`src/verilog/lcfg_pkg.sv`:
```
// constants and types for the lane d configuration block
`default_nettype none
package lcfg_pkg;
    localparam int unsigned LCFG_ADR_W = 8;
    localparam int unsigned LCFG_DAT_W = 32;
    localparam int unsigned LCFG_REG_W = 16;
    localparam int unsigned LCFG_FLD_W = 12;
    localparam int unsigned LCFG_IDX_W = 6;

    // register indices; byte address is four times the index
    localparam logic [5:0] LCFG_IDX_CFG = 6'h14;
    localparam logic [5:0] LCFG_IDX_EFF = 6'h15;

    // field positions in the configuration register
    localparam int unsigned B_CTC    = 11;
    localparam int unsigned B_MF_HI  = 10;
    localparam int unsigned B_MF_LO  = 9;
    localparam int unsigned B_LOSS   = 8;
    localparam int unsigned B_CFG_UP = 7;
    localparam int unsigned B_CFG_LO = 6;
    localparam int unsigned B_EMP_UP = 5;
    localparam int unsigned B_EMP_LO = 4;
    localparam int unsigned B_LPBK   = 3;
    localparam int unsigned B_PRBS   = 2;
    localparam int unsigned B_ALIGN  = 1;
    localparam int unsigned B_PWDN   = 0;

    // pin levels shown in the upper bits of the effective register
    localparam int unsigned P_STRAP_UP = 15;
    localparam int unsigned P_STRAP_LO = 14;
    localparam int unsigned P_PATTERN  = 13;
    localparam int unsigned P_ALIGN    = 12;

    // control register 0 and status register 22 positions
    localparam int unsigned C0_LPBK  = 14;
    localparam int unsigned C0_PWDN  = 11;
    localparam int unsigned S22_LOSS = 3;
    localparam int unsigned S22_PRBS = 7;

    localparam logic [11:0] LCFG_CFG_RESET = 12'h102;
    localparam logic [15:0] LCFG_WMASK     = 16'h0fff;
    // fields that are or'ed with the global register
    localparam logic [11:0] LCFG_OR_MASK   = 12'hef4;

    typedef enum logic [1:0] {
        MF_SIGNALLING = 2'b00,
        MF_COMMA      = 2'b01,
        MF_LOSS       = 2'b10,
        MF_PRBS_PASS  = 2'b11
    } lcfg_mf_t;

    typedef struct packed {
        logic ack;
    } lcfg_front_t;

    typedef struct packed {
        logic [11:0] cfg;
        logic [31:0] rdata;
        logic [15:0] eff;
        logic        sig_loss;
        logic        mf_pin;
    } lcfg_core_t;

    localparam lcfg_front_t LCFG_FRONT_RST = '{ack: 1'b0};
    localparam lcfg_core_t  LCFG_CORE_RST  = '{
        cfg:      LCFG_CFG_RESET,
        rdata:    32'h00000000,
        eff:      16'h0000,
        sig_loss: 1'b0,
        mf_pin:   1'b0
    };
endpackage
`default_nettype wire

```
`src/verilog/lcfg_bus_if.sv`:
```
// request signals from the bus front end to the register core
`timescale 1ns/1ns
`default_nettype none
interface lcfg_bus_if;
    logic        req;
    logic        we;
    logic [5:0]  idx;
    logic [15:0] wdata;
    logic [1:0]  wsel;

    modport front (
        output req,
        output we,
        output idx,
        output wdata,
        output wsel
    );
    modport core (
        input req,
        input we,
        input idx,
        input wdata,
        input wsel
    );
endinterface
`default_nettype wire

```
`src/verilog/lcfg_wb_front.sv`:
```
// classic wishbone slave front end with single-cycle acknowledge
`timescale 1ns/1ns
`default_nettype none
module lcfg_wb_front (
    input  wire logic                           clk_i,
    input  wire logic                           rst_i,
    input  wire logic                           ce_i,
    input  wire logic                           cyc_i,
    input  wire logic                           stb_i,
    input  wire logic                           we_i,
    input  wire logic [lcfg_pkg::LCFG_ADR_W-1:0] adr_i,
    input  wire logic [3:0]                     sel_i,
    input  wire logic [lcfg_pkg::LCFG_DAT_W-1:0] dat_i,
    output logic                                ack_o,
    lcfg_bus_if.front                           bus
);
    import lcfg_pkg::*;

    lcfg_front_t q;
    lcfg_front_t d;
    logic        take;

    // ack high for one cycle, then low so a held strobe is not retaken
    assign take = cyc_i & stb_i & ~q.ack;

    always_comb begin
        d     = q;
        d.ack = take;
    end

    always_ff @(posedge clk_i) begin
        if (rst_i) begin
            q <= LCFG_FRONT_RST;
        end else if (ce_i) begin
            q <= d;
        end
    end

    // upper lanes are unused: the register is 16 bits wide
    assign bus.req   = take;
    assign bus.we    = we_i;
    assign bus.idx   = adr_i[7:2];
    assign bus.wdata = dat_i[15:0];
    assign bus.wsel  = sel_i[1:0];
    assign ack_o     = q.ack;
endmodule // lcfg_wb_front
`default_nettype wire

```
`src/verilog/lcfg_lane_d.sv`:
```
// lane d configuration register with its effective-value logic
//
// Functional notes
// - bits 15:12 read zero, writes dropped
// - clock compensation enable or'ed with global
// - select bits route pin source
// - pin select bits or'ed with global
// - signal-loss enable and'ed; off hides loss
// - upper line bit locked while strap high
// - lower line bit locked while strap high
// - emphasis bits or'ed with global bits
// - loopback from lane bit or control
// - pattern test or'ed, locked by pin
// - alignment needs lane, pin and global
// - power down from lane bit or control
//
// Decided for this implementation: the address map and the Wishbone slave port.
`timescale 1ns/1ns
`default_nettype none
module lcfg_lane_d (
    input  wire logic                           CLK_I,
    input  wire logic                           RST_I,
    input  wire logic                           CE_I,
    input  wire logic                           CYC_I,
    input  wire logic                           STB_I,
    input  wire logic                           WE_I,
    input  wire logic [lcfg_pkg::LCFG_ADR_W-1:0] ADR_I,
    input  wire logic [3:0]                     SEL_I,
    input  wire logic [lcfg_pkg::LCFG_DAT_W-1:0] DAT_I,
    output logic      [lcfg_pkg::LCFG_DAT_W-1:0] DAT_O,
    output logic                                ACK_O,
    input  wire logic [lcfg_pkg::LCFG_REG_W-1:0] GLOBAL_CFG_I,
    input  wire logic [lcfg_pkg::LCFG_REG_W-1:0] CONTROL0_I,
    input  wire logic [lcfg_pkg::LCFG_REG_W-1:0] STATUS22_I,
    input  wire logic                           LINE_CFG_STRAP_UPPER_PIN_I,
    input  wire logic                           LINE_CFG_STRAP_LOWER_PIN_I,
    input  wire logic                           PATTERN_TEST_PIN_I,
    input  wire logic                           ALIGNMENT_ENABLE_PIN_I,
    input  wire logic                           HSTL_SELECT_I,
    input  wire logic                           COMMA_DETECTED_I,
    input  wire logic                           SIGNAL_LOSS_RAW_I,
    output logic                                CLK_TOL_COMP_EN_O,
    output logic      [1:0]                     MF_SEL_O,
    output logic                                SIGNAL_LOSS_DET_EN_O,
    output logic                                SIGNAL_LOSS_CONDITION_O,
    output logic                                LINE_CFG_UPPER_BIT_O,
    output logic                                LINE_CFG_LOWER_BIT_O,
    output logic                                EMPHASIS_UPPER_BIT_O,
    output logic                                EMPHASIS_LOWER_BIT_O,
    output logic                                LOOPBACK_EN_O,
    output logic                                PRBS_EN_O,
    output logic                                ALIGN_EN_O,
    output logic                                POWER_DOWN_O,
    output logic                                LANE_D_MULTIFUNCTION_PIN_O
);
    import lcfg_pkg::*;

    lcfg_core_t  q;
    lcfg_core_t  d;
    logic [11:0] or_term;
    logic [15:0] eff_next;
    logic [15:0] lock;
    logic [15:0] wr_mask;
    logic [31:0] rd_value;
    lcfg_mf_t    mf_sel;

    lcfg_bus_if bus ();

    lcfg_wb_front u_front (
        .clk_i (CLK_I),
        .rst_i (RST_I),
        .ce_i  (CE_I),
        .cyc_i (CYC_I),
        .stb_i (STB_I),
        .we_i  (WE_I),
        .adr_i (ADR_I),
        .sel_i (SEL_I),
        .dat_i (DAT_I),
        .ack_o (ACK_O),
        .bus   (bus.front)
    );

    function automatic logic hit(
        input logic [5:0] idx,
        input logic [5:0] target
    );
        return idx == target;
    endfunction

    function automatic logic [15:0] lane_mask(input logic [1:0] sel);
        return {{8{sel[1]}}, {8{sel[0]}}};
    endfunction

    function automatic logic mf_route(
        input lcfg_mf_t s,
        input logic     hstl,
        input logic     comma,
        input logic     loss,
        input logic     pass
    );
        logic r;
        r = 1'b0;
        case (s)
            MF_SIGNALLING: r = hstl;
            MF_COMMA:      r = comma;
            MF_LOSS:       r = loss;
            MF_PRBS_PASS:  r = pass;
            default:       r = 1'b0;
        endcase
        return r;
    endfunction

    // fields that simply or with the global register
    for (genvar i = 0; i < LCFG_FLD_W; i++) begin : g_or
        assign or_term[i] = q.cfg[i] | (GLOBAL_CFG_I[i] & LCFG_OR_MASK[i]);
    end

    always_comb begin
        eff_next           = {4'h0, or_term};
        eff_next[B_CTC]    = or_term[B_CTC];
        eff_next[B_MF_HI]  = or_term[B_MF_HI];
        eff_next[B_MF_LO]  = or_term[B_MF_LO];
        eff_next[B_LOSS]   = q.cfg[B_LOSS] & GLOBAL_CFG_I[B_LOSS];
        eff_next[B_CFG_UP] = or_term[B_CFG_UP];
        eff_next[B_CFG_LO] = or_term[B_CFG_LO];
        eff_next[B_EMP_UP] = or_term[B_EMP_UP];
        eff_next[B_EMP_LO] = or_term[B_EMP_LO];
        eff_next[B_LPBK]   = q.cfg[B_LPBK] | CONTROL0_I[C0_LPBK];
        eff_next[B_PRBS]   = or_term[B_PRBS];
        eff_next[B_ALIGN]  = q.cfg[B_ALIGN] & ALIGNMENT_ENABLE_PIN_I
                           & GLOBAL_CFG_I[B_ALIGN];
        eff_next[B_PWDN]   = q.cfg[B_PWDN] | CONTROL0_I[C0_PWDN];
        // pin levels, for software to see why a write was refused
        eff_next[P_STRAP_UP] = LINE_CFG_STRAP_UPPER_PIN_I;
        eff_next[P_STRAP_LO] = LINE_CFG_STRAP_LOWER_PIN_I;
        eff_next[P_PATTERN]  = PATTERN_TEST_PIN_I;
        eff_next[P_ALIGN]    = ALIGNMENT_ENABLE_PIN_I;
    end

    assign mf_sel = lcfg_mf_t'(eff_next[B_MF_HI:B_MF_LO]);

    always_comb begin
        lock           = 16'h0000;
        lock[B_CFG_UP] = LINE_CFG_STRAP_UPPER_PIN_I;
        lock[B_CFG_LO] = LINE_CFG_STRAP_LOWER_PIN_I;
        lock[B_PRBS]   = PATTERN_TEST_PIN_I;
        // reserved nibble never reaches storage
        wr_mask = LCFG_WMASK & lane_mask(bus.wsel) & ~lock;
    end

    always_comb begin
        rd_value = 32'h00000000;
        if (hit(bus.idx, LCFG_IDX_CFG)) begin
            rd_value = {16'h0000, 4'h0, q.cfg};
        end else if (hit(bus.idx, LCFG_IDX_EFF)) begin
            rd_value = {16'h0000, q.eff};
        end else begin
            rd_value = 32'h00000000;
        end
    end

    always_comb begin
        d          = q;
        d.eff      = eff_next;
        // loss is hidden whenever detection is off
        d.sig_loss = eff_next[B_LOSS] & SIGNAL_LOSS_RAW_I;
        d.mf_pin   = mf_route(mf_sel,
                              HSTL_SELECT_I,
                              COMMA_DETECTED_I,
                              STATUS22_I[S22_LOSS],
                              STATUS22_I[S22_PRBS]);
        if (bus.req) begin
            if (bus.we) begin
                if (hit(bus.idx, LCFG_IDX_CFG)) begin
                    // locked bits keep their value, either way
                    d.cfg = (q.cfg & ~wr_mask[11:0])
                          | (bus.wdata[11:0] & wr_mask[11:0]);
                end
            end else begin
                d.rdata = rd_value;
            end
        end
    end

    // effective outputs lag the stored field by one clock
    always_ff @(posedge CLK_I) begin
        if (RST_I) begin
            q <= LCFG_CORE_RST;
        end else if (CE_I) begin
            q <= d;
        end
    end

    assign DAT_O                      = q.rdata;
    assign CLK_TOL_COMP_EN_O          = q.eff[B_CTC];
    assign MF_SEL_O                   = q.eff[B_MF_HI:B_MF_LO];
    assign SIGNAL_LOSS_DET_EN_O       = q.eff[B_LOSS];
    assign SIGNAL_LOSS_CONDITION_O    = q.sig_loss;
    assign LINE_CFG_UPPER_BIT_O       = q.eff[B_CFG_UP];
    assign LINE_CFG_LOWER_BIT_O       = q.eff[B_CFG_LO];
    assign EMPHASIS_UPPER_BIT_O       = q.eff[B_EMP_UP];
    assign EMPHASIS_LOWER_BIT_O       = q.eff[B_EMP_LO];
    assign LOOPBACK_EN_O              = q.eff[B_LPBK];
    assign PRBS_EN_O                  = q.eff[B_PRBS];
    assign ALIGN_EN_O                 = q.eff[B_ALIGN];
    assign POWER_DOWN_O               = q.eff[B_PWDN];
    assign LANE_D_MULTIFUNCTION_PIN_O = q.mf_pin;
endmodule // lcfg_lane_d
`default_nettype wire

```
`config.mk`:
```
export PLATFORM = sky130hd
export DESIGN_NAME = lcfg_lane_d
export DESIGN_NICKNAME = d
export VERILOG_FILES = /design/src/verilog/lcfg_pkg.sv /design/src/verilog/lcfg_bus_if.sv /design/src/verilog/lcfg_wb_front.sv /design/src/verilog/lcfg_lane_d.sv
export SDC_FILE = /design/constraint.sdc
export NUM_CORES = 1
export LEC_CHECK = 0
export ABC_AREA = 1
export BUFFER_PORTS_ARGS = -buffer_cell sky130_fd_sc_hd__buf_2
export CAP_MARGIN = 0
export CORE_AREA = 2 2 83 85
export CTS_BUF_LIST = sky130_fd_sc_hd__clkbuf_8
export DETAILED_ROUTE_END_ITERATION = 8
export DIE_AREA = 0 0 85 87
export PLACE_DENSITY = 0.77
export SYNTH_ARGS = -nofsm -noshare
export SYNTH_HDL_FRONTEND = slang
export SYNTH_HIERARCHICAL = 1
export SYNTH_SLANG_ARGS = --single-unit
```
`constraint.sdc`:
```
create_clock -name CLK_I -period 1.3 [get_ports CLK_I]
set_clock_uncertainty 0.2 [all_clocks]
set_input_delay 0.065 -clock CLK_I [delete_from_list [all_inputs] [get_ports CLK_I]]
set_output_delay 0.065 -clock CLK_I [all_outputs]
set_load 0.01 [all_outputs]
```
==> results_dict.tcl, run 1 <==
set metrics [dict create \
    placementRows 30 \
    timing.final.crit_share 1.103 \
    worstSetupEndpointType "register" \
    total_i_o_pin_count 152 \
    design.core.area_sq_um 6569 \
    cell_type_group_with_the_largest_total_delay_on_the_critical_path "simple AND/OR/NAND/NOR gates" \
    timing_hold_violations_final 2 \
    detail-route-antenna-nets 0 \
    syn-cell-area_sq_um 2540 \
    cp.required_ns 1.30 \
    startpoint_type "register" \
    rsz0062_at_grt "yes" \
    routed_wirelength_um 6318 \
    gp_congestion 0.8200 \
    worst_path_most_repeated_cell "sky130_fd_sc_hd__inv_2" \
    total_leakage_power_nw 1.671 \
    clock_tree_from_tritoncts "done" \
    initial_utilization 0.3867 \
    yosysWarningCount 6 \
    worst-path-buf-inv 2 \
    htree_num_levels 2 \
    post-route-min-period_ns 1.434 \
    areaGrowthSynthToFinish_pct 28.03 \
    via_count 2330 \
    grt_overflow 0 \
    critPathKind "reg -> reg" \
    placed_cell_area_sq_um 2719 \
    die_w_um 85 \
    vias_per_cell 4.489 \
    crit_path_max_fanout 7 \
    max_cap_viol_count 0 \
    post-route-drc-count 0 \
    clock_insertion_delay_worst_skew_ns 0.30 \
    die_area_sq_um 7395 \
    first_global_vias 2215 \
    setup-violations-final 28 \
    numPortBuffers 77 \
    number_of_antenna_violations_at_the_first_check_in_global_routing 0 \
    diode_insertion_count_for_antenna_repair 0 \
    crit_slowest_cell "sky130_fd_sc_hd__dfxtp_2" \
    cp.arrival_ns 1.43 \
    ctsHoldBuffers 37 \
    ordered_list_of_cells_on_the_worst_path "inv_2 > nand3_2 > inv_2 > nand3_4 > nor2_8 > nand2_4 > nor2_2 > nor2_1" \
    clk_transition_reported_paths_ns 0.08 \
    route.detailed.wl_per_inst_um 12.17 \
    final_area_sq_um 3252 \
    fillers 633 \
    groute.usage.overall 0.1733 \
    hold_ws_ns -0.1506 \
    drtIter0Drc 133 \
    cts.path.max_buffers 2 \
    die_height_um 87 \
    failing_checks "hold timing, setup timing" \
    maximum_single_stage_delay_on_the_critical_path_ns 0.33 \
    final_net_count 543 \
    max-vdd-ir-drop_v 0.0004502 \
    clkSinkCount 47 \
    fmax_ghz 0.6975 \
    postSynthAreaPerCell_sq_um 7.135 \
    p_per_area_nw_per_um2 881.9 \
    clockRootBuffer "sky130_fd_sc_hd__clkbuf_8" \
    grt_pass1_wl_um 10340 \
    hold_path.class "in -> reg" \
    finalMaxSlewViolations 0 \
    hpwlAfterDp_um 4403 \
    grt_max_degree 23 \
    status "finished with violations" \
    postSynthCellCount 356 \
    drive_gt1_frac 0.2870 \
    fin_ws_ns -0.1338 \
    cts-buffers-inserted 5 \
    firstDrtPassIters 4 \
]
final cells by class:
cell class | count | area, sq um | share of cell area
Tap cell | 80 | 100.1 | 0.03078
Clock inverter | 3 | 16.27 | 0.005002
Inverter | 50 | 187.7 | 0.05771
Timing Repair Buffer | 128 | 893.4 | 0.2747
Multi-Input combinational cell | 206 | 1044 | 0.3209
Sequential cell | 47 | 942.2 | 0.2897
Clock buffer | 5 | 68.82 | 0.02116
timing repair:
item	4_1_cts	5_1_grt
setup endpoints to repair	28	29
gates cloned	2	0
buffers inserted	0	2
resized for setup	20	8
hold endpoints to repair	32	2
pin swaps	5	4
layout by cell type (no fill, tap or decap), types with 8 or more instances in the layout:
cell and n:
sky130_fd_sc_hd__nand2_1 35, sky130_fd_sc_hd__dlygate4sd3_1 37, sky130_fd_sc_hd__a211oi_1 8, sky130_fd_sc_hd__nor2_1 50
sky130_fd_sc_hd__nand3_1 15, sky130_fd_sc_hd__conb_1 16, sky130_fd_sc_hd__nor3_1 8, sky130_fd_sc_hd__buf_4 10
sky130_fd_sc_hd__dfxtp_1 46, sky130_fd_sc_hd__buf_2 77, sky130_fd_sc_hd__o21ai_1 23, sky130_fd_sc_hd__inv_1 48
sky130_fd_sc_hd__a21oi_1 15
through the flow:
step,cells,setup slack [ns],power [mW],TNS (ns),util
2_1_floorplan,371,-0.06736,1.875,-0.7475,-
3_3_place_gp,470,-0.08254,1.935,-1.629,0.4139
3_5_place_dp,470,-0.1113,1.942,-2.189,0.4139
4_1_cts,517,-0.1228,2.887,-2.636,0.4893
5_1_grt,519,-0.2467,3.019,-5.276,0.4950
6_report,519,-0.1338,2.868,-2.727,0.4950
worst min-delay path: cells and delay by family:
family / cells / cell delay (ns)
buffers and inverters: 1 / 0.10
and+or+nand+nor: 1 / 0.08
AOI/OAI and AO/OA: 1 / 0.07
power breakdown:
part | internal, mW | switching [mW] | total [mW]
combinational | 0.235 | 0.250 | 0.485
clock | 0.369 | 0.488 | 0.857
sequential | 1.49 | 0.0318 | 1.53
final timing paths:
kind / startpoint / slack, ns / cells after the start / to
worst max-delay path: u_front/ack_o / -0.13 / 8 / register
worst min-delay path: CYC_I / -0.15 / 3 / u_front/ack_o
worst max register to register: u_front/ack_o / -0.13 / 8 / register
worst min register to register: q[14] / 0.27 / 2 / DAT_O[12]
routing by layer:
layer	up-vias	GRT usage	share of wire
met5	-	0	0
li1	1208	-	-
met3	12	0.03223	0.055
met2	71	0.2884	0.48
met4	0	0.07215	0.023
met1	1039	0.2211	0.44
Power figures use the tool's default switching activity.
==> run 2: changes to the inputs <==
Settings changed: CORE_AREA 2 2 83 85 to 2 2 80 82, DIE_AREA 0 0 85 87 to 0 0 82 84, SYNTH_HIERARCHICAL 1 to not set.
==> run 2 against run 1 <==
The run still ends with hold timing, setup timing left. Sequential share of layout area fell by 0.11 points. Via count rose by 3.2%. Combinational power down 2%. Utilization rose by 4.2 points. Routed wire length up 2.5%. Critical path depth is 1 lower. Cell count down 1.2%. First-iteration DRC count grew 15%. Register-to-register slack about the same. Clock-buffer cell count unchanged. Design area is 0.65% higher. Sequential power hardly changed. Critical path type unchanged. Largest power group unchanged. Highest routed layer unchanged.
==> results_dict.tcl, run 2 <==
set metrics [dict create \
    clk_transition_reported_paths_ns 0.08 \
    multi_input_area_sq_um 1060 \
    htree_num_levels 2 \
    postSynthCellCount 326 \
    total_leakage_power_nw 1.582 \
    post_synth_num_cell_types 21 \
    preCtsSetupSlack_ns -0.08876 \
    max_cap_viol_count 0 \
    areaGrowthSynthToFinish_pct 41.87 \
    clock_tree_from_tritoncts "done" \
    via_count 2404 \
    number_of_antenna_violations_at_the_first_check_in_global_routing 0 \
    post_synth_most_frequent_cells "sky130_fd_sc_hd__nand2_1, sky130_fd_sc_hd__dfxtp_1, sky130_fd_sc_hd__nor2_1, sky130_fd_sc_hd__buf_4" \
    groute.usage.overall 0.1898 \
    max-vdd-ir-drop_v 0.0005053 \
    drtIter0Drc 153 \
    first_global_vias 2303 \
    cp.arrival_ns 1.43 \
    grt_pass1_wl_um 10210 \
    hold_ws_ns -0.09175 \
    initial_utilization 0.3785 \
    syn-cell-area_sq_um 2307 \
    yosysSeqAreaShare 0.4078 \
    die_w_um 82 \
    design.core.area_sq_um 6096 \
    final_net_count 540 \
    numPortBuffers 77 \
    cp.required_ns 1.30 \
    clkSinkCount 47 \
    timing.final.crit_share 1.101 \
    rsz0062_at_grt "yes" \
    most_frequent_cell_after_synthesis "sky130_fd_sc_hd__nand2_1" \
    synth_async_sr_flop_share 0 \
    synth_largest_type_area_fraction 0.4078 \
    finalMaxSlewViolations 0 \
    vias_per_cell 4.686 \
    post-route-min-period_ns 1.431 \
    fmax_ghz 0.6986 \
    fin_ws_ns -0.1314 \
    gp_congestion 0.8354 \
    hold_path.class "in -> reg" \
    drive_gt1_frac 0.2982 \
    postSynthAreaPerCell_sq_um 7.077 \
    final-seq-area_sq_um 944.7 \
    cts-buffers-inserted 5 \
    status "finished with violations" \
    netlist_top_cells_area "sky130_fd_sc_hd__dfxtp_1, sky130_fd_sc_hd__buf_4, sky130_fd_sc_hd__nand2_1" \
    crit_path_max_fanout 12 \
    total_i_o_pin_count 152 \
    setup_total_negative_slack_ns -2.419 \
    diode_insertion_count_for_antenna_repair 0 \
    grt_overflow 0 \
    timing_hold_violations_final 2 \
    grt_max_degree 27 \
    route.detailed.wl_per_inst_um 12.63 \
    setup-violations-final 28 \
    hpwlAfterDp_um 4394 \
    clock_insertion_delay_worst_skew_ns 0.30 \
    placementRows 29 \
    detail-route-antenna-nets 0 \
    postSynth.topFlopCell "sky130_fd_sc_hd__dfxtp_1" \
    layout.cells.most_common "sky130_fd_sc_hd__buf_2" \
    yosysWarningCount 0 \
    synth_top_cell_by_area "sky130_fd_sc_hd__dfxtp_1" \
    die_area_sq_um 6888 \
    p_per_area_nw_per_um2 861.2 \
    post-route-drc-count 0 \
    count_of_flip_flops_with_a_built_in_enable_after_synthesis 0 \
    worstSetupEndpointType "register" \
    critPathKind "reg -> reg" \
    firstDrtPassIters 4 \
    routed_wirelength_um 6478 \
    cts.path.max_buffers 2 \
    clockRootBuffer "sky130_fd_sc_hd__clkbuf_8" \
    fillers 572 \
    die_height_um 84 \
    startpoint_type "register" \
    postSynthRegisterBits 47 \
    failing_checks "hold timing, setup timing" \
    most-common-layout-cells "sky130_fd_sc_hd__buf_2, sky130_fd_sc_hd__nand2_1, sky130_fd_sc_hd__dfxtp_1, sky130_fd_sc_hd__nor2_1, sky130_fd_sc_hd__dlygate4sd3_1" \
]
## run 2: path summary, 6_finish.rpt
check                                       from           to  depth (start not counted)  slack [ns]
worst max register to register     u_front.ack_o     DAT_O[6]                          7       -0.13
worst min-delay path            GLOBAL_CFG_I[10]  MF_SEL_O[1]                          4       -0.09
worst min register to register         DAT_O[11]    DAT_O[11]                          2        0.26
worst max-delay path               u_front.ack_o     DAT_O[6]                          7       -0.13
## run 2: logic make-up after synthesis
family / count (synthesis) / share of synthesized area
AOI/OAI and AO/OA: 51 / 0.1128
DFF: 47 / 0.4078
other: 1 / 0.001625
and+or+nand+nor: 151 / 0.2923
buffers and inverters: 76 / 0.1855
## run 2: metrics by stage
step	area, sq um	total power [mW]	instances	util
after floorplan	2379	1.776	341	-
after global placement	2676	1.895	463	0.4390
after detailed placement	2676	1.901	463	0.4390
after CTS	3144	2.787	507	0.5158
after global routing	3273	2.939	513	0.5369
final	3273	2.819	513	0.5369
## run 2: what timing repair did
action	CTS	global route
setup endpoints to repair	26	41
hold buffers	34	1
cloned	1	2
buffers inserted	1	4
pin swaps	1	7
resized for setup	4	29
endpoints found under the hold margin	37	3
## run 2: cell type report
class                           instances  area share
Timing Repair Buffer                  133      0.2982
Sequential cell                        47      0.2886
Clock buffer                            5     0.02102
Clock inverter                          3    0.003823
Multi-Input combinational cell        218      0.3238
Tap cell                               77     0.02943
Inverter                               30     0.03517
## run 2: per-layer routing
| metal | vias to the layer above | global-route usage | wire (um) | share of wire |
|---|---|---|---|---|
| li1 | 1211 | - | - | - |
| met1 | 1077 | 0.2312 | 2614 | 0.40 |
| met2 | 95 | 0.3134 | 3251 | 0.50 |
| met3 | 21 | 0.03355 | 418 | 0.065 |
| met4 | 0 | 0.09697 | 192 | 0.030 |
| met5 | - | 0 | 0 | 0 |
## run 2: power breakdown
part | switching, mW | internal, mW
Sequential | 0.0317 | 1.48
Combinational | 0.244 | 0.233
Clock | 0.465 | 0.362
## run 2: worst max-delay path: stages, from the launching register on
cell	delay, ns
sky130_fd_sc_hd__dfxtp_4	0.36
sky130_fd_sc_hd__inv_2	0.07
sky130_fd_sc_hd__nand2_4	0.06
sky130_fd_sc_hd__nor3_4	0.26
sky130_fd_sc_hd__buf_12	0.18
sky130_fd_sc_hd__o211ai_1	0.11
sky130_fd_sc_hd__nand2_1	0.07
sky130_fd_sc_hd__inv_1	0.03
